[src/design/cfg_pkg.sv]
/*
  Constants for the transmit, clock output and packet configuration bank:
  register indices, field positions, reset values and filter codes.
  Assumes a host that writes one 8-bit register per transfer.
*/
// ==========================================================================
package cfg_pkg;
  localparam logic [7:0] ADDR_TX = 8'h1a;
  localparam logic [7:0] ADDR_OSC = 8'h1b;
  localparam logic [7:0] ADDR_PLEN = 8'h1c;
  localparam logic [7:0] ADDR_NODE = 8'h1d;
  localparam logic [7:0] ADDR_PFMT = 8'h1e;
  localparam logic [7:0] ADDR_FIFO = 8'h1f;
  // Reset values
  localparam logic [7:0] RST_TX = 8'h72;
  localparam logic [7:0] RST_OSC = 8'hbc;
  localparam logic [7:0] RST_PLEN = 8'h00;
  localparam logic [7:0] RST_NODE = 8'h00;
  localparam logic [7:0] RST_PFMT = 8'h48;
  localparam logic [7:0] RST_FIFO = 8'h00;
  // Writable masks; reserved and status bits are not stored
  localparam logic [7:0] MASK_OSC = 8'hfc;
  localparam logic [7:0] MASK_PFMT = 8'hfe;
  localparam logic [7:0] MASK_FIFO = 8'hc0;
  localparam logic [7:0] BCAST_LO = 8'h00;
  localparam logic [7:0] BCAST_HI = 8'hff;
  localparam logic [1:0] FILT_OFF = 2'h0;
  localparam logic [1:0] FILT_NODE = 2'h1;
  localparam logic [1:0] FILT_ZERO = 2'h2;
  localparam logic [4:0] DIV_BYPASS = 5'h00;
  localparam int DIV_WIDTH = 5;
  // Field positions inside each register
  localparam int TX_CUT_LSB = 4;
  localparam int TX_PWR_LSB = 1;
  localparam int TX_ZIF_BIT = 0;
  localparam int OSC_EN_BIT = 7;
  localparam int OSC_DIV_LSB = 2;
  localparam int PLEN_MAN_BIT = 7;
  localparam int PLEN_LEN_LSB = 0;
  localparam int PFMT_VAR_BIT = 7;
  localparam int PFMT_PRE_LSB = 5;
  localparam int PFMT_WHT_BIT = 4;
  localparam int PFMT_CRC_BIT = 3;
  localparam int PFMT_FILT_LSB = 1;
  localparam int PFMT_STAT_BIT = 0;
  localparam int FIFO_ACLR_BIT = 7;
  localparam int FIFO_STBY_BIT = 6;
  // Preamble byte count is the code plus this base
  localparam logic [2:0] PRE_BASE = 3'h1;
endpackage : cfg_pkg

[src/design/clkout_div.sv]
/*
  Reference clock output divider. Produces the divided output as a
  registered level on clk_sys, where clk_sys stands for the crystal.
  Assumes the divider setting changes only rarely; a change restarts it.
*/
module clkout_div #(
  parameter int DIV_W = 5
) (
  input wire logic clk_sys,
  input wire logic arst_n,
  input wire logic enable,
  input wire logic [DIV_W-1:0] div,
  output logic clk_out
);
  // A zero-width divider field cannot select any rate
  if (DIV_W < 1)
  begin : g_div_w_check
    $error("DIV_W must be positive");
  end

  // ==========================================================================
  // Divider: half period of div cycles gives fxtal/(2*div)
  logic [DIV_W-1:0] cnt_q, cnt_d;
  logic out_q, out_d;
  logic [DIV_W-1:0] div_q;

  always_comb
  begin
    cnt_d = cnt_q;
    out_d = out_q;
    if (!enable)
    begin
      cnt_d = '0;
      out_d = 1'b0;
    end
    else if (div != div_q)
    begin
      cnt_d = '0;
    end
    else if (div == cfg_pkg::DIV_BYPASS)
    begin
      out_d = 1'b1; // Bypass: gated below by clk_sys itself is avoided
    end
    else if (cnt_q == div - DIV_W'(1))
    begin
      cnt_d = '0;
      out_d = ~out_q;
    end
    else
    begin
      cnt_d = cnt_q + DIV_W'(1);
    end
  end

  always_ff @(posedge clk_sys or negedge arst_n)
  begin
    if (!arst_n)
    begin
      cnt_q <= '0;
      out_q <= 1'b0;
      div_q <= '0;
    end
    else
    begin
      cnt_q <= cnt_d;
      out_q <= out_d;
      div_q <= div;
    end
  end

  // Bypass shows a steady level: a flop cannot toggle at its own clock rate
  assign clk_out = out_q;
endmodule : clkout_div

[src/design/tx_clkout_packet_config_regs.sv]
/*
  Configuration bank for transmit, clock output and packet handling.
  Assumes a serial port front end that presents one decoded 8-bit
  register write or read strobe per transfer, and a packet engine that
  reports received address bytes and CRC results as pulses.
  Limitation: a divider setting of zero holds the clock output high,
  since a flop on clk_sys cannot toggle at the reference rate itself.
*/
module tx_clkout_packet_config_regs (
  input wire logic clk_sys,
  input wire logic arst_n,
  input wire logic wr_en,
  input wire logic rd_en,
  input wire logic [7:0] addr,
  input wire logic [7:0] wdata,
  output logic [7:0] rdata,
  output logic rvalid,
  input wire logic crc_done,
  input wire logic crc_pass,
  input wire logic addr_valid,
  input wire logic [7:0] rx_addr,
  output logic addr_accept,
  output logic fifo_clear,
  output logic [3:0] tx_interp_cutoff,
  output logic [2:0] tx_power,
  output logic tx_zero_if,
  output logic clk_out,
  output logic var_length,
  output logic [6:0] payload_length,
  output logic manchester_en,
  output logic [7:0] node_address,
  output logic [2:0] preamble_bytes,
  output logic whitening_en,
  output logic crc_en,
  output logic [1:0] addr_filter,
  output logic fifo_autoclr_off,
  output logic fifo_stby_read
);
  // ==========================================================================
  // Register storage
  logic [7:0] tx_q, tx_d, osc_q, osc_d, plen_q, plen_d;
  logic [7:0] node_q, node_d, pfmt_q, pfmt_d, fifo_q, fifo_d;
  logic crc_ok_q, crc_ok_d;

  // Each transfer writes at most one register, reserved bits masked off
  always_comb
  begin
    tx_d = tx_q;
    osc_d = osc_q;
    plen_d = plen_q;
    node_d = node_q;
    pfmt_d = pfmt_q;
    fifo_d = fifo_q;
    if (wr_en)
    begin
      // Unmapped addresses leave every register untouched
      case (addr)
        cfg_pkg::ADDR_TX: tx_d = wdata;
        cfg_pkg::ADDR_OSC: osc_d = wdata & cfg_pkg::MASK_OSC;
        cfg_pkg::ADDR_PLEN: plen_d = wdata;
        cfg_pkg::ADDR_NODE: node_d = wdata;
        cfg_pkg::ADDR_PFMT: pfmt_d = wdata & cfg_pkg::MASK_PFMT;
        cfg_pkg::ADDR_FIFO: fifo_d = wdata & cfg_pkg::MASK_FIFO;
        default: ;
      endcase
    end
  end

  // CRC status follows the latest checked packet; writes cannot touch it
  always_comb
  begin
    crc_ok_d = crc_ok_q;
    if (crc_done)
    begin
      crc_ok_d = crc_pass;
    end
  end

  // Registers load their power-up values; CRC status starts as fail
  always_ff @(posedge clk_sys or negedge arst_n)
  begin
    if (!arst_n)
    begin
      tx_q <= cfg_pkg::RST_TX;
      osc_q <= cfg_pkg::RST_OSC;
      plen_q <= cfg_pkg::RST_PLEN;
      node_q <= cfg_pkg::RST_NODE;
      pfmt_q <= cfg_pkg::RST_PFMT;
      fifo_q <= cfg_pkg::RST_FIFO;
      crc_ok_q <= 1'b0;
    end
    else
    begin
      tx_q <= tx_d;
      osc_q <= osc_d;
      plen_q <= plen_d;
      node_q <= node_d;
      pfmt_q <= pfmt_d;
      fifo_q <= fifo_d;
      crc_ok_q <= crc_ok_d;
    end
  end

  // ==========================================================================
  // Read port: one cycle after rd_en, unmapped reads return zero
  logic [7:0] rdata_q, rdata_d;
  logic rvalid_q;

  // Data holds between reads so a slow host can still pick it up
  always_comb
  begin
    rdata_d = rdata_q;
    if (rd_en)
    begin
      case (addr)
        cfg_pkg::ADDR_TX: rdata_d = tx_q;
        cfg_pkg::ADDR_OSC: rdata_d = osc_q;
        cfg_pkg::ADDR_PLEN: rdata_d = plen_q;
        cfg_pkg::ADDR_NODE: rdata_d = node_q;
        cfg_pkg::ADDR_PFMT:
        begin
          rdata_d = pfmt_q;
          rdata_d[cfg_pkg::PFMT_STAT_BIT] = crc_ok_q;
        end
        cfg_pkg::ADDR_FIFO: rdata_d = fifo_q;
        default: rdata_d = 8'h00;
      endcase
    end
  end

  // Answer register; rvalid marks the single cycle after the strobe
  always_ff @(posedge clk_sys or negedge arst_n)
  begin
    if (!arst_n)
    begin
      rdata_q <= 8'h00;
      rvalid_q <= 1'b0;
    end
    else
    begin
      rdata_q <= rdata_d;
      rvalid_q <= rd_en;
    end
  end

  // Read answer leaves straight from flops
  assign rdata = rdata_q;
  assign rvalid = rvalid_q;

  // ==========================================================================
  // Field decode towards the transmitter and packet engine
  assign tx_interp_cutoff = tx_q[cfg_pkg::TX_CUT_LSB +: 4];
  assign tx_power = tx_q[cfg_pkg::TX_PWR_LSB +: 3];
  assign tx_zero_if = tx_q[cfg_pkg::TX_ZIF_BIT];
  assign manchester_en = plen_q[cfg_pkg::PLEN_MAN_BIT];
  assign payload_length = plen_q[cfg_pkg::PLEN_LEN_LSB +: 7];
  assign node_address = node_q;
  assign var_length = pfmt_q[cfg_pkg::PFMT_VAR_BIT];
  // Preamble code counts bytes less one, so the sum never wraps
  assign preamble_bytes =
    {1'b0, pfmt_q[cfg_pkg::PFMT_PRE_LSB +: 2]} + cfg_pkg::PRE_BASE;
  assign whitening_en = pfmt_q[cfg_pkg::PFMT_WHT_BIT];
  assign crc_en = pfmt_q[cfg_pkg::PFMT_CRC_BIT];
  assign addr_filter = pfmt_q[cfg_pkg::PFMT_FILT_LSB +: 2];
  assign fifo_autoclr_off = fifo_q[cfg_pkg::FIFO_ACLR_BIT];
  assign fifo_stby_read = fifo_q[cfg_pkg::FIFO_STBY_BIT];

  // ==========================================================================
  // Address filter and CRC driven FIFO clear, registered one-cycle pulses
  logic accept_q, accept_d;
  logic clr_q, clr_d;
  logic hit_node, hit_zero, hit_ones;

  // Compare the received byte against node and both broadcast values
  assign hit_node = (rx_addr == node_q);
  assign hit_zero = (rx_addr == cfg_pkg::BCAST_LO);
  assign hit_ones = (rx_addr == cfg_pkg::BCAST_HI);

  always_comb
  begin
    accept_d = 1'b0;
    if (addr_valid)
    begin
      case (pfmt_q[cfg_pkg::PFMT_FILT_LSB +: 2])
        cfg_pkg::FILT_OFF: accept_d = 1'b1;
        cfg_pkg::FILT_NODE: accept_d = hit_node;
        cfg_pkg::FILT_ZERO: accept_d = hit_node | hit_zero;
        default: accept_d = hit_node | hit_zero | hit_ones;
      endcase
    end
    // Clear only when CRC is in use; a disabled CRC cannot fail a packet
    clr_d = crc_done & ~crc_pass & pfmt_q[cfg_pkg::PFMT_CRC_BIT]
      & ~fifo_q[cfg_pkg::FIFO_ACLR_BIT];
  end

  // Both answers leave a cycle late but glitch free from flops
  always_ff @(posedge clk_sys or negedge arst_n)
  begin
    if (!arst_n)
    begin
      accept_q <= 1'b0;
      clr_q <= 1'b0;
    end
    else
    begin
      accept_q <= accept_d;
      clr_q <= clr_d;
    end
  end

  // Packet-side pulses stand for exactly one cycle
  assign addr_accept = accept_q;
  assign fifo_clear = clr_q;

  // ==========================================================================
  // Reference clock output
  // Divider sits apart so its counter restarts cleanly on each new setting
  clkout_div #(
    .DIV_W(cfg_pkg::DIV_WIDTH)
  ) u_clkout_div (
    .clk_sys(clk_sys),
    .arst_n(arst_n),
    .enable(osc_q[cfg_pkg::OSC_EN_BIT]),
    .div(osc_q[cfg_pkg::OSC_DIV_LSB +: cfg_pkg::DIV_WIDTH]),
    .clk_out(clk_out)
  );
endmodule : tx_clkout_packet_config_regs

[config.mk]
export PLATFORM = sky130hd
export DESIGN_NAME = tx_clkout_packet_config_regs
export DESIGN_NICKNAME = d
export VERILOG_FILES = /design/src/design/cfg_pkg.sv /design/src/design/clkout_div.sv /design/src/design/tx_clkout_packet_config_regs.sv
export SDC_FILE = /design/constraint.sdc
export NUM_CORES = 1
export LEC_CHECK = 0
export ABC_AREA = 1
export BUFFER_PORTS_ARGS = -buffer_cell sky130_fd_sc_hd__buf_2
export CORE_MARGIN = 4
export CORE_UTILIZATION = 30
export DETAILED_ROUTE_END_ITERATION = 10
export PLACE_DENSITY = 0.57
export SYNTH_ARGS = -nofsm -noshare
export SYNTH_HDL_FRONTEND = slang
export SYNTH_SLANG_ARGS = --single-unit
[constraint.sdc]
create_clock -name clk_sys -period 2.1 [get_ports clk_sys]
set_input_delay 0.42 -clock clk_sys [delete_from_list [all_inputs] [get_ports clk_sys]]
set_output_delay 0.42 -clock clk_sys [all_outputs]
set_load 0.02 [all_outputs]
* Word-level counts from Yosys, hierarchy flattened *
Index checks and enable logic that the tools add are counted.

cells by class
  $add $sub $neg = 3
  equality and inequality tests = 15
  muxes and demuxes = 11
  bitwise logic cells = 8
  reductions and logical operators = 10

operators by type and width
  operator                                               number
  equality test 8 x 5 -> 1 bit, second input constant    6
  case mux 8 bit (6 select lines)                        1
  two-way mux 5 bit                                      4
  AND reduction 2 bit                                    7
  equality test 8 bit                                    1
  equality test 8 bit, second input constant             1
  zero test 8 bit                                        1
  adder 5 x 1 -> 5 bit, second input constant            1
  equality test 5 bit                                    1
  zero test 5 bit                                        1
  two-way mux 1 bit                                      5
  inequality test 5 bit                                  1
  subtractor 5 x 1 -> 5 bit, second input constant       1
  adder 2 x 1 -> 3 bit, second input constant            1
  AND 1 bit                                              3
  inequality test 3 x 1 -> 1 bit, second input constant  1
  inequality test 3 x 2 -> 1 bit, second input constant  1
  NOT 1 bit                                              3
  case mux 1 bit (3 select lines)                        1
  equality test 2 x 1 -> 1 bit, second input constant    1
  equality test 2 bit, second input constant             1
  zero test 2 bit                                        1
  inequality test 2 bit, second input constant           1
  bitwise OR 1 bit                                       2

storage, ports and cells
  flip-flop bits (word level) = 62
  output and inout port bits = 46
  word-level logic and storage cells = 61

* Depth between registers and ports, before layout *
Gate-level depths: netlist (run 1).

  depth in word-level cells = 6
  gate-level depth with buffers = 12
  depth with buffers taken out = 12

* Modules after synthesis *
Synthesis (run 1) repeated with hierarchy kept, for this count alone.

second synthesis, totals
  cell total of the unflattened synthesis = 434
  area total of the unflattened synthesis = 3355.7 um^2

modules (own cells, without submodules)
  module                        instances  cells each  area an instance (um^2)  sequential area each (um^2)
  tx_clkout_packet_config_regs  1          322         2610.0                   1290.0
  clkout_div                    1          112         745.7                    275.3

* Worst setup path before layout (run 1) *
Ideal clock, no wire load.

  path kind = register to register
  from = register osc_q[2]
  to = register u_clkout_div.cnt_q[4]
  library setup time = 0.127 ns
  arrival time = 1.523 ns
  setup slack = 0.450 ns
  stages on the path, launching flop included = 13
  buffers on the path = 0
  period minus slack after synthesis = 1.650 ns
  cell sequence = dfstp_2 inv_1 ha_1 inv_1 nand2_1 nand2_1 nand2_1 nor2_1 nand3_1 nand2_1 inv_1 nand3_1 o21ai_0

on the way
  word-level cells in the longest chain between the ends = 6
  elaborated cells between the ends (all ways) = 9

RTL lines
  what                       RTL line                            text
  start, declared            tx_clkout_packet_config_regs.sv:41  logic [7:0] tx_q, tx_d, osc_q, osc_d, plen_q, plen_d;
  start signal, assigned     tx_clkout_packet_config_regs.sv:85  osc_q <= cfg_pkg::RST_OSC;
  start signal, assigned     tx_clkout_packet_config_regs.sv:95  osc_q <= osc_d;
  subtractor 5 x 1 -> 5 bit  clkout_div.sv:44                    else if (cnt_q == div - DIV_W'(1))
  equality test 5 bit        clkout_div.sv:44
  two-way mux 5 bit          clkout_div.sv:44
  two-way mux 5 bit          clkout_div.sv:40                    else if (div == cfg_pkg::DIV_BYPASS)
  two-way mux 5 bit          clkout_div.sv:36                    else if (div != div_q)
  two-way mux 5 bit          clkout_div.sv:31                    if (!enable)
  end signal, assigned       clkout_div.sv:65                    cnt_q <= cnt_d;
  end, declared              clkout_div.sv:23                    logic [DIV_W-1:0] cnt_q, cnt_d;

Several ways; a longest one is shown, not always the timed one. The select of a mux whose other input is x is not followed.
A chain may end at the register's enable or synchronous reset.

* Final worst setup path (run 1) *
  from = register osc_q[2]
  to = register u_clkout_div.cnt_q[1]

Same word-level chain as after synthesis.

==> run metrics, run 1 <==
status=complete, no violations; compound-gate portion of the synthesized area=0.1047; Yosys reg bits=62; setup violators final=0; xor and xnor area share after synthesis=0.03649; Tot Pwr=about 2700 µW; setup TNS=0 ns; Cell Pwr Density=698.1 mW/mm²; fin crit share=0.8782; vias in the first global route=2,685; Core Region=around 0.01 mm²; Pre-Repair DR Iteration Count=4; Slew Viols, Final=0; Post-synth ARST share=1.000; TritonCTS Sinks=62; Post-CTS Setup Bufs=0; gr usage total=0.1451; Crit path arrival time=2.06 ns; net count reported at finish=496; synth warn=0; post-synthesis cell type count=30; HPWL Detailed=6364 µm; critical path type=flop to flop; DRC=0; die area=0.01210 mm²; Buf/Inv on CP=3; H-tree level count=3; Critical Path RT=2.31 ns; CP max FO=6; Total Wirelength=8249 µm; num ports=77; hold crit path type=primary input to asynchronous set/reset pin; first-pass GRT wire length=13,440 µm; Row Count=36; final instance area=0.003845 mm²; largest net degree at the start of global routing=63; CP endpoint kind=flop; critical path's top delay family=flip-flops; ys flop type=dfrtp_1; WL/cell=13.75 µm; Port Buffers=76; critical path startpoint category=flop; Setup Skew=0.01520 ns; CTS resizes=0; Leakage Power=0.001986 µW; P&R area growth vs syn=23.22%; Fmax achieved=542.2 MHz; endpoints failing hold=0; share of Yosys cell area claimed by the top area cell type=0.4090; most frequent CP cell=nand2_1; register area share after synthesis=0.5016; post-route ant nets=0; Worst Tran Pin Value=0.5258 ns; average cell area after synthesis=8.169 µm²; mux cell area share after synthesis=0; synthesized area=0.003120 mm²; post-synth top area cell=dfrtp_1; CTS Hold Bufs=0; share of cells above drive strength 1=0.2677; clock root buffer=clkbuf_8; Max clock buf depth=2; Reg clk slew, reported paths=0.07 ns; gr ovfl total=0; Slowest cell on crit path=dfstp_2; WL met2=between 3000 and 4000 µm; CTS tree=built; worst-path cell chain=inv_1 > ha_1 > inv_1 > nand2_1 > nand2_1 > nand2_1 > nor2_1 > nand3_1 > nand2_1 > inv_1 > nand3_1 > o21ai_0; First DRT Iteration DRCs=~170; main combinational cell family by area after synthesis=simple AND/OR/NAND/NOR gates; met1 wire length=3877 µm; Initial Util=0.3135; Synth Area in Adders=0.01203; Die H=about 110 µm; Post-DP Area=0.003646 mm²; Post-synth EDFFs=0; Tmin final=1.844 ns; Mapped Cells=382; VDD IR-drop max=0.0002309 V; detailed-route via count=2,812; syn_nets=between 400 and 500; synth top area cells=dfrtp_1 41%, nand2_1 14%, dfstp_2 9.3%; RD Place Congestion=0.7935; Clk Latency, worst-skew pair=0.35 ns; DR vias/cell=4.687; RSZ-0062 raised after global routing=no; Top Layer Used=met4; Max-Cap Viols=0; antenna violations before repair=0; TritonCTS buffer count=9; top-count cell post-synth=nand2_1; Die W=between 100 and 150 µm; Slew HR=0.6486; post-synthesis simple-gate area fraction=0.2839; fill count=approximately 1,100; WL met3=612 µm; antenna cell count=0; commonest cells in the synthesized netlist=119 x nand2_1, 51 x dfrtp_1, 38 x nand3_1, 34 x inv_1, 31 x o21ai_0; CP peak stage delay=0.56 ns
report_power, final:
| part | internal [µW] | leakage [µW] | total [µW] | switching, µW |
|---|---|---|---|---|
| Sequential | 1250 | 0.000813 | 1290 | 46.4 |
| Combinational | 113 | 0.00107 | 328 | 215 |
| Clock | 583 | 0.000104 | 1060 | 479 |
layer usage:
| metal | GRT usage | vias up |
|---|---|---|
| li1 | - | 1406 |
| met1 | 0.2028 | 1315 |
| met2 | 0.2205 | 78 |
| met3 | 0.02970 | 13 |
| met4 | 0.05610 | 0 |
| met5 | 0 | - |
cell families (layout without fill, tap and decap cells):
kind of cell	Yosys count	in the layout
DFF	62	62
and+or+nand+nor	200	200
AOI/OAI and AO/OA	58	58
adders and majority gates	3	3
buffers and inverters	46	131
xor gates and xnor gates	13	13
registers in the layout, summed over array words and instances (netlist names):
name,count
fifo_clear,1
fifo_q,2
node_address,8
rvalid,1
addr_accept,1
rdata,8
u_clkout_div.clk_out,1
tx_q,8
osc_q,6
plen_q,8
pfmt_q,7
crc_ok_q,1
u_clkout_div.div_q,5
u_clkout_div.cnt_q,5
worst paths after layout:
kind,start,endpoint,slack [ns],cells past startpoint
min reg2reg,osc_q[2]$_DFFE_PN1P_,u_clkout_div.div_q[0]$_DFF_PN0_,0.43,0
max reg2reg,osc_q[2]$_DFFE_PN1P_,u_clkout_div.cnt_q[1]$_DFFE_PN0P_,0.26,12
max in group asynchronous,arst_n,osc_q[7]$_DFFE_PN1P_,1.70,2
min,arst_n,u_clkout_div.cnt_q[2]$_DFFE_PN0P_,0.08,2
max,osc_q[2]$_DFFE_PN1P_,u_clkout_div.cnt_q[1]$_DFFE_PN0P_,0.26,12
min in group clk_sys,addr_valid,addr_accept$_DFF_PN0_,0.28,3
layout make-up:
class	count	area, µm²	area share
clock buffer	11	141.4	0.03677
sequential	62	1565	0.4071
clock inverter	5	57.56	0.01497
tap	133	166.4	0.04328
timing repair buffer	79	415.4	0.1080
multi-input combinational	274	1364	0.3547
inverter	36	135.1	0.03514
placed cells by master, fill, tap and decap left out, drive strengths merged:
cell and instances:
a21oi 2, and3 1, buf 79, bufinv 1, clkbuf 11, clkinv 3
dfrtp 51, dfstp 11, ha 3, inv 37, nand2 121, nand3 40
nand4 7, nor2 23, nor3 4, nor4 2, o2111ai 1, o211ai 1
o21ai 54, or2 2, xnor2 8, xor2 5
metrics by stage:
step	hold slack [ns]	std cells	setup WS, ns	util
final	0.07810	600	0.2558	0.3862
after floorplan	0.1244	382	0.4503	-
after CTS	0.08310	600	0.2489	0.3862
after global placement	0.4156	584	0.2843	0.3663
after global routing	0.09412	600	0.03068	0.3862
after detailed placement	0.4242	584	0.2569	0.3663
Note: power is estimated with default switching activity, not from simulation.
==> inputs of run 2 (changes only) <==
--- a/config.mk
+++ b/config.mk
@@ -10,6 +10,7 @@
 export CORE_MARGIN = 4
 export CORE_UTILIZATION = 30
 export DETAILED_ROUTE_END_ITERATION = 10
+export GPL_TIMING_DRIVEN = 0
 export PLACE_DENSITY = 0.57
 export SYNTH_ARGS = -nofsm -noshare
 export SYNTH_HDL_FRONTEND = slang
==> run 2 against run 1 <==
  * Register-to-register slack worse by 0.06 ns
  * Non-clock buffer count grew 7
  * Design area up 0.65%
  * Sequential share of layout area decreased by 0.26 points
==> run metrics, run 2 (same netlist as run 1, synthesis figures left out) <==
First DRT Iteration DRCs=129 (-25%); Setup Skew=0.01049 ns (-0.004705 ns); hold crit path type=primary input to asynchronous set/reset pin; post-route ant nets=0 (unchanged); TritonCTS buffer count=9 (unchanged); P&R area growth vs syn=24.02%; Die W=110.0 µm (unchanged); gr ovfl total=0 (unchanged); gr usage total=0.1488 (+0.003695); Post-DP Area=0.003667 mm² (+0.58%); CP endpoint kind=flop; CP peak stage delay=0.57 ns (about the same); sw frac=0.2782 (+0.002460); clock root buffer=clkbuf_8; Pre-Repair DR Iteration Count=4 (unchanged); endpoints failing hold=0 (unchanged); setup violators final=0 (unchanged); vias in the first global route=2,705 (+0.74%); most frequent cells in the layout=119 x nand2_1, 78 x buf_2, 51 x dfrtp_1; CTS resizes=0 (unchanged); sequential power share=0.481 (about the same); Slowest cell on crit path=dfstp_2; antenna cell count=0 (unchanged); die area=0.01210 mm² (unchanged); Comb pwr share=0.122 (about the same); CP max FO=6 (unchanged); share of cells above drive strength 1=0.2700 (+0.002376); Slew HR=0.4726 (-0.1760); Fmax achieved=524.8 MHz (-3.2%); worst-path cell chain=inv_1 > ha_1 > inv_1 > nand2_1 > nand3_1 > nand2_1 > nor2_1 > nand3_1 > nand2_1 > inv_1 > nand3_1 > o21ai_0; HPWL Detailed=6595 µm (+3.6%); Tmin final=1.906 ns (+0.06145 ns); most common cell after layout, fill and taps aside=nand2_1; sw power=747.9 µW (+1.0%); first-pass GRT wire length=13,830 µm (+2.9%); VDD IR-drop max=0.0003196 V (+38%); Clk Latency, worst-skew pair=0.34 ns (about the same); CTS tree=built; Core Region=0.009955 mm² (unchanged); Cell Pwr Density=694.6 mW/mm² (-0.50%); critical path startpoint category=flop; RSZ-0062 raised after global routing=no; P_int=1940 µW (-0.19%); Port Buffers=76 (unchanged); DR vias/cell=4.643 (-0.94%); largest net degree at the start of global routing=63 (unchanged); setup TNS=0 ns (unchanged); H-tree level count=3 (unchanged); final core utilization=0.3888 (+0.002514); RD Place Congestion=0.8325 (+4.9%); CTS Hold Bufs=0 (unchanged); Max clock buf depth=2 (unchanged); net count reported at finish=503 (+1.4%); Max-Cap Viols=0 (unchanged); Critical Path RT=2.31 ns (about the same); TritonCTS Sinks=62 (unchanged); num ports=77 (unchanged); critical path type=flop to flop; Die H=110.0 µm (unchanged); Leakage Power=0.001990 µW (+0.20%); Slew Viols, Final=0 (unchanged); Crit path arrival time=2.12 ns (+0.06 ns); WL/cell=14.02 µm (+2.0%); antenna violations before repair=0 (unchanged); fin crit share=0.9075 (+0.02926); Row Count=36 (unchanged); DRC=0 (unchanged); Tot Pwr=2688 µW (+0.15%); clock share of power=0.397 (+0.002); final instance area=0.003870 mm² (+0.65%); Post-CTS Setup Bufs=0 (unchanged); status=complete, no violations; detailed-route via count=2,818 (+0.21%); Reg clk slew, reported paths=0.07 ns (about the same); Total Wirelength=8509 µm (+3.2%); Initial Util=0.3135 (unchanged); Worst Tran Pin Value=0.7911 ns (+0.2653 ns)
run 2: cell type report:
class	count	area [µm²]
plain buffers	10	56.30
repair buffers	76	382.9
clock buffers	11	141.4
flip-flops and latches	62	1565
well taps	133	166.4
multi-input cells	274	1364
clock inverters	5	58.81
fillers	1046	6085
inverters	36	135.1
run 2: worst paths after layout:
kind                                           start  cells after the start  slack (ns)                                end
min in group clk_sys                      addr_valid                      3        0.29              addr_accept$_DFF_PN0_
worst min register to register  osc_q[4]$_DFFE_PN1P_                      0        0.40    u_clkout_div.div_q[2]$_DFF_PN0_
worst max register to register  osc_q[2]$_DFFE_PN1P_                     12        0.19  u_clkout_div.cnt_q[2]$_DFFE_PN0P_
worst min-delay path                          arst_n                      1        0.16  u_clkout_div.cnt_q[1]$_DFFE_PN0P_
worst max-delay path            osc_q[2]$_DFFE_PN1P_                     12        0.19  u_clkout_div.cnt_q[2]$_DFFE_PN0P_
max in group asynchronous                     arst_n                      1        1.42                tx_q[7]$_DFFE_PN0P_
run 2: routing by layer:
layer  share of wire  GRT usage  vias up
met5               0          0        -
met4          0.0096    0.04809        0
met3           0.059    0.02737        8
met2            0.45     0.2318       73
met1            0.49     0.2090     1318
li1                -          -     1419
run 2: worst max-delay path: cells and delay by family, from the launching register on:
kind	cells	cell delay, ns
buf+inv	3	0.31
flops	1	0.57
compound gates	1	0.08
fa+ha+maj	1	0.27
simple gates	7	0.57
run 2: power groups by stage:
stage          sequential, µW  combinational, µW  clock (µW)
2_1_floorplan            1340                158           0
3_3_place_gp             1320                326           0
3_5_place_dp             1320                334           0
4_1_cts                  1290                335        1090
5_1_grt                  1300                372        1140
6_report                 1290                329        1070
run 2: per-stage QoR:
| step | hold slack, ns | cells | setup WS, ns |
|---|---|---|---|
| 6_report | 0.1647 | 607 | 0.1943 |
| 5_1_grt | 0.2220 | 607 | 0.02563 |
| 4_1_cts | 0.2803 | 607 | 0.1965 |
| 3_5_place_dp | 0.3919 | 591 | 0.2155 |
| 3_3_place_gp | 0.3914 | 591 | 0.2350 |
| 2_1_floorplan | 0.1244 | 382 | 0.4503 |
==> inputs of run 3 (changes only) <==
--- a/config.mk
+++ b/config.mk
@@ -5,11 +5,11 @@
 export SDC_FILE = /design/constraint.sdc
 export NUM_CORES = 1
 export LEC_CHECK = 0
-export ABC_AREA = 1
 export BUFFER_PORTS_ARGS = -buffer_cell sky130_fd_sc_hd__buf_2
 export CORE_MARGIN = 4
 export CORE_UTILIZATION = 30
 export DETAILED_ROUTE_END_ITERATION = 10
+export GPL_ROUTABILITY_DRIVEN = 0
 export GPL_TIMING_DRIVEN = 0
 export PLACE_DENSITY = 0.57
 export SYNTH_ARGS = -nofsm -noshare
==> run 3 against run 2 <==
  * Utilization grew 0.50 points
  * Largest power group unchanged
  * Critical path type unchanged
  * Register-to-register slack lost 0.07 ns
  * Hold slack lost 0.038 ns
==> run metrics, run 3 <==
status=complete, no violations; gr usage total=0.1443 (-0.004508); critical path startpoint category=flop; CTS tree=built; synth warn=0 (unchanged); detailed-route via count=2,439 (-13%); TritonCTS buffer count=9 (unchanged); Yosys reg bits=62 (unchanged); Mapped Cells=266 (-30%); antenna violations before repair=0 (unchanged); routing usage on met3=0.03699 (+0.009620); fin crit share=0.9408 (+0.03333); worst hold margin=0.1268 ns (-0.03793 ns); Fmax achieved=506.2 MHz (-3.5%); VDD IR-drop max=0.0003015 V (-5.7%); post-route ant nets=0 (unchanged); Tmin final=1.976 ns (+0.07000 ns); Total Wirelength=8445 µm (-0.75%); num ports=77 (unchanged); post-synthesis cell type count=49 (+63%); vias in the first global route=2,327 (-14%); TritonCTS Sinks=62 (unchanged); commonest cells in the synthesized netlist=51 x dfrtp_1, 39 x mux2_2, 15 x nand2_1, 15 x xnor2_1, 14 x inv_1; Critical Path RT=2.32 ns (about the same); HPWL Detailed=6062 µm (-8.1%); Setup Skew=0.01441 ns (+0.003922 ns); global route hottest layer=met2; Row Count=36 (unchanged); post-synth top area cell=dfrtp_1; Crit path arrival time=2.20 ns (+0.08 ns); hold crit path type=primary input to asynchronous set/reset pin; H-tree level count=3 (unchanged); Post-synth ARST share=1.000 (unchanged); critical path type=flop to flop; Initial Util=0.3128 (-0.0006285); worst-path cell chain=inv_1 > ha_1 > xnor2_1 > a2111oi_4 > nand3_4 > a21oi_1 > o32ai_1; share of Yosys cell area claimed by the top area cell type=0.4098 (+0.0008216); Slew Viols, Final=0 (unchanged); net count reported at finish=389 (-23%); DR vias/cell=4.947 (+6.6%); critical path's top delay family=flip-flops; setup violators final=0 (unchanged); Worst Tran Pin Value=0.7903 ns (-0.0008450 ns); synthesized area=0.003114 mm² (-0.20%); P&R area growth vs syn=25.87%; first-pass GRT wire length=12,850 µm (-7.0%); Pre-Repair DR Iteration Count=4 (unchanged); Post-DP Area=0.003656 mm² (-0.31%); syn_nets=300 (-28%); Leakage Power=0.001865 µW (-6.3%); Die H=109.9 µm (about the same); top-count cell post-synth=dfrtp_1; most common cell after layout, fill and taps aside=buf_2; largest net degree at the start of global routing=63 (unchanged); grt met1 use=0.2057 (-0.003344); gr ovfl total=0 (unchanged); DRC=0 (unchanged); die area=0.01207 mm² (-0.19%); register area share after synthesis=0.5026 (+0.001008); endpoints failing hold=0 (unchanged); share of cells above drive strength 1=0.4500 (+0.1800); RSZ-0062 raised after global routing=no; setup TNS=0 ns (unchanged); ys flop type=dfrtp_1; CP peak stage delay=0.60 ns (+0.03 ns); Cell Pwr Density=744.5 mW/mm² (+7.2%); Max-Cap Viols=0 (unchanged); fill count=984 (-5.9%); CP endpoint kind=flop; CP max FO=5 (-1); Port Buffers=75 (-1.3%); CTS Hold Bufs=0 (unchanged); most frequent cells in the layout=78 x buf_2, 51 x dfrtp_1, 39 x mux2_2; antenna cell count=0 (unchanged); Post-synth EDFFs=0 (unchanged); final instance area=0.003920 mm² (+1.3%); Buf/Inv on CP=1 (-2); Max clock buf depth=2 (unchanged); Slowest cell on crit path=dfstp_2; Reg clk slew, reported paths=0.08 ns (about the same); Core Region=0.009955 mm² (unchanged); Die W=109.9 µm (about the same); WL/cell=17.13 µm (+22%); met2 usage=0.2106 (-0.02123); Slew HR=0.4731 (+0.0005630); Clk Latency, worst-skew pair=0.35 ns (about the same); First DRT Iteration DRCs=147 (+14%); synth top area cells=dfrtp_1 41%, mux2_2 14%, dfstp_2 9.3%; average cell area after synthesis=11.71 µm² (+43%); clock root buffer=clkbuf_8
run 3: repair_timing:
item                                    CTS  global route
endpoints found under the hold margin     0             0
setup buffers                             0             2
gates resized for setup                   0             1
endpoints found under the setup margin    0             3
run 3: worst register-to-register path, stage by stage (launching register included):
cell       delay, ns
dfstp_2         0.60
inv_1           0.07
ha_1            0.29
xnor2_1         0.16
a2111oi_4       0.31
nand3_4         0.16
a21oi_1         0.18
o32ai_1         0.09
run 3: logic make-up (layout without fill, tap and decap cells):
family,Yosys count,count (layout),share of synthesized area
xor gates and xnor gates,19,19,0.06188
AOI/OAI and AO/OA,47,47,0.1081
adders and majority gates,3,3,0.01205
and+or+nand+nor,63,64,0.1181
DFF,62,62,0.5026
buffers and inverters,28,121,0.04018
muxes,44,44,0.1571
run 3: final cells by class:
cell class	instances	area, µm²	share of cell area
clock inverters	5	81.33	0.02075
plain buffers	14	72.57	0.01851
flip-flops and latches	62	1565	0.3993
inverters	14	52.55	0.01341
repair buffers	77	392.9	0.1002
well taps	133	166.4	0.04245
multi-input cells	177	1438	0.3667
clock buffers	11	151.4	0.03862
run 3: path summary, 6_finish.rpt:
check	slack, ns	depth (start not counted)	endpoint	start
worst min-delay path	0.13	1	rdata[5]$_DFFE_PN0P_	arst_n
max in group asynchronous	1.41	1	rdata[2]$_DFFE_PN0P_	arst_n
min in group clk_sys	0.19	1	rvalid$_DFF_PN0_	rd_en
worst min register to register	0.41	0	u_clkout_div.div_q[2]$_DFF_PN0_	osc_q[4]$_DFFE_PN1P_
worst max register to register	0.12	7	u_clkout_div.cnt_q[3]$_DFFE_PN0P_	osc_q[3]$_DFFE_PN1P_
worst max-delay path	0.12	7	u_clkout_div.cnt_q[3]$_DFFE_PN0P_	osc_q[3]$_DFFE_PN1P_
run 3: metal layers:
metal,up-vias,share of wire
met4,0,0.014
met5,-,0
li1,1147,-
met3,10,0.069
met2,94,0.43
met1,1188,0.49
run 3: stage by stage:
step	setup WS [ns]	cells	utilization	power [µW]
6_report	0.1243	493	0.3938	2918
5_1_grt	0.02928	493	0.3938	3035
4_1_cts	0.01280	490	0.3906	2936
3_5_place_dp	0.02277	474	0.3673	1705
3_3_place_gp	0.005439	474	0.3673	1699
2_1_floorplan	0.2018	266	-	1548
run 3: where the power goes:
part	internal [µW]	total (µW)	leakage [µW]	switching, µW
registers	1250	1310	0.000796	53.4
clock network	733	1230	0.000116	497
logic	160	381	0.000954	220
total	2150	2920	0.00186	771
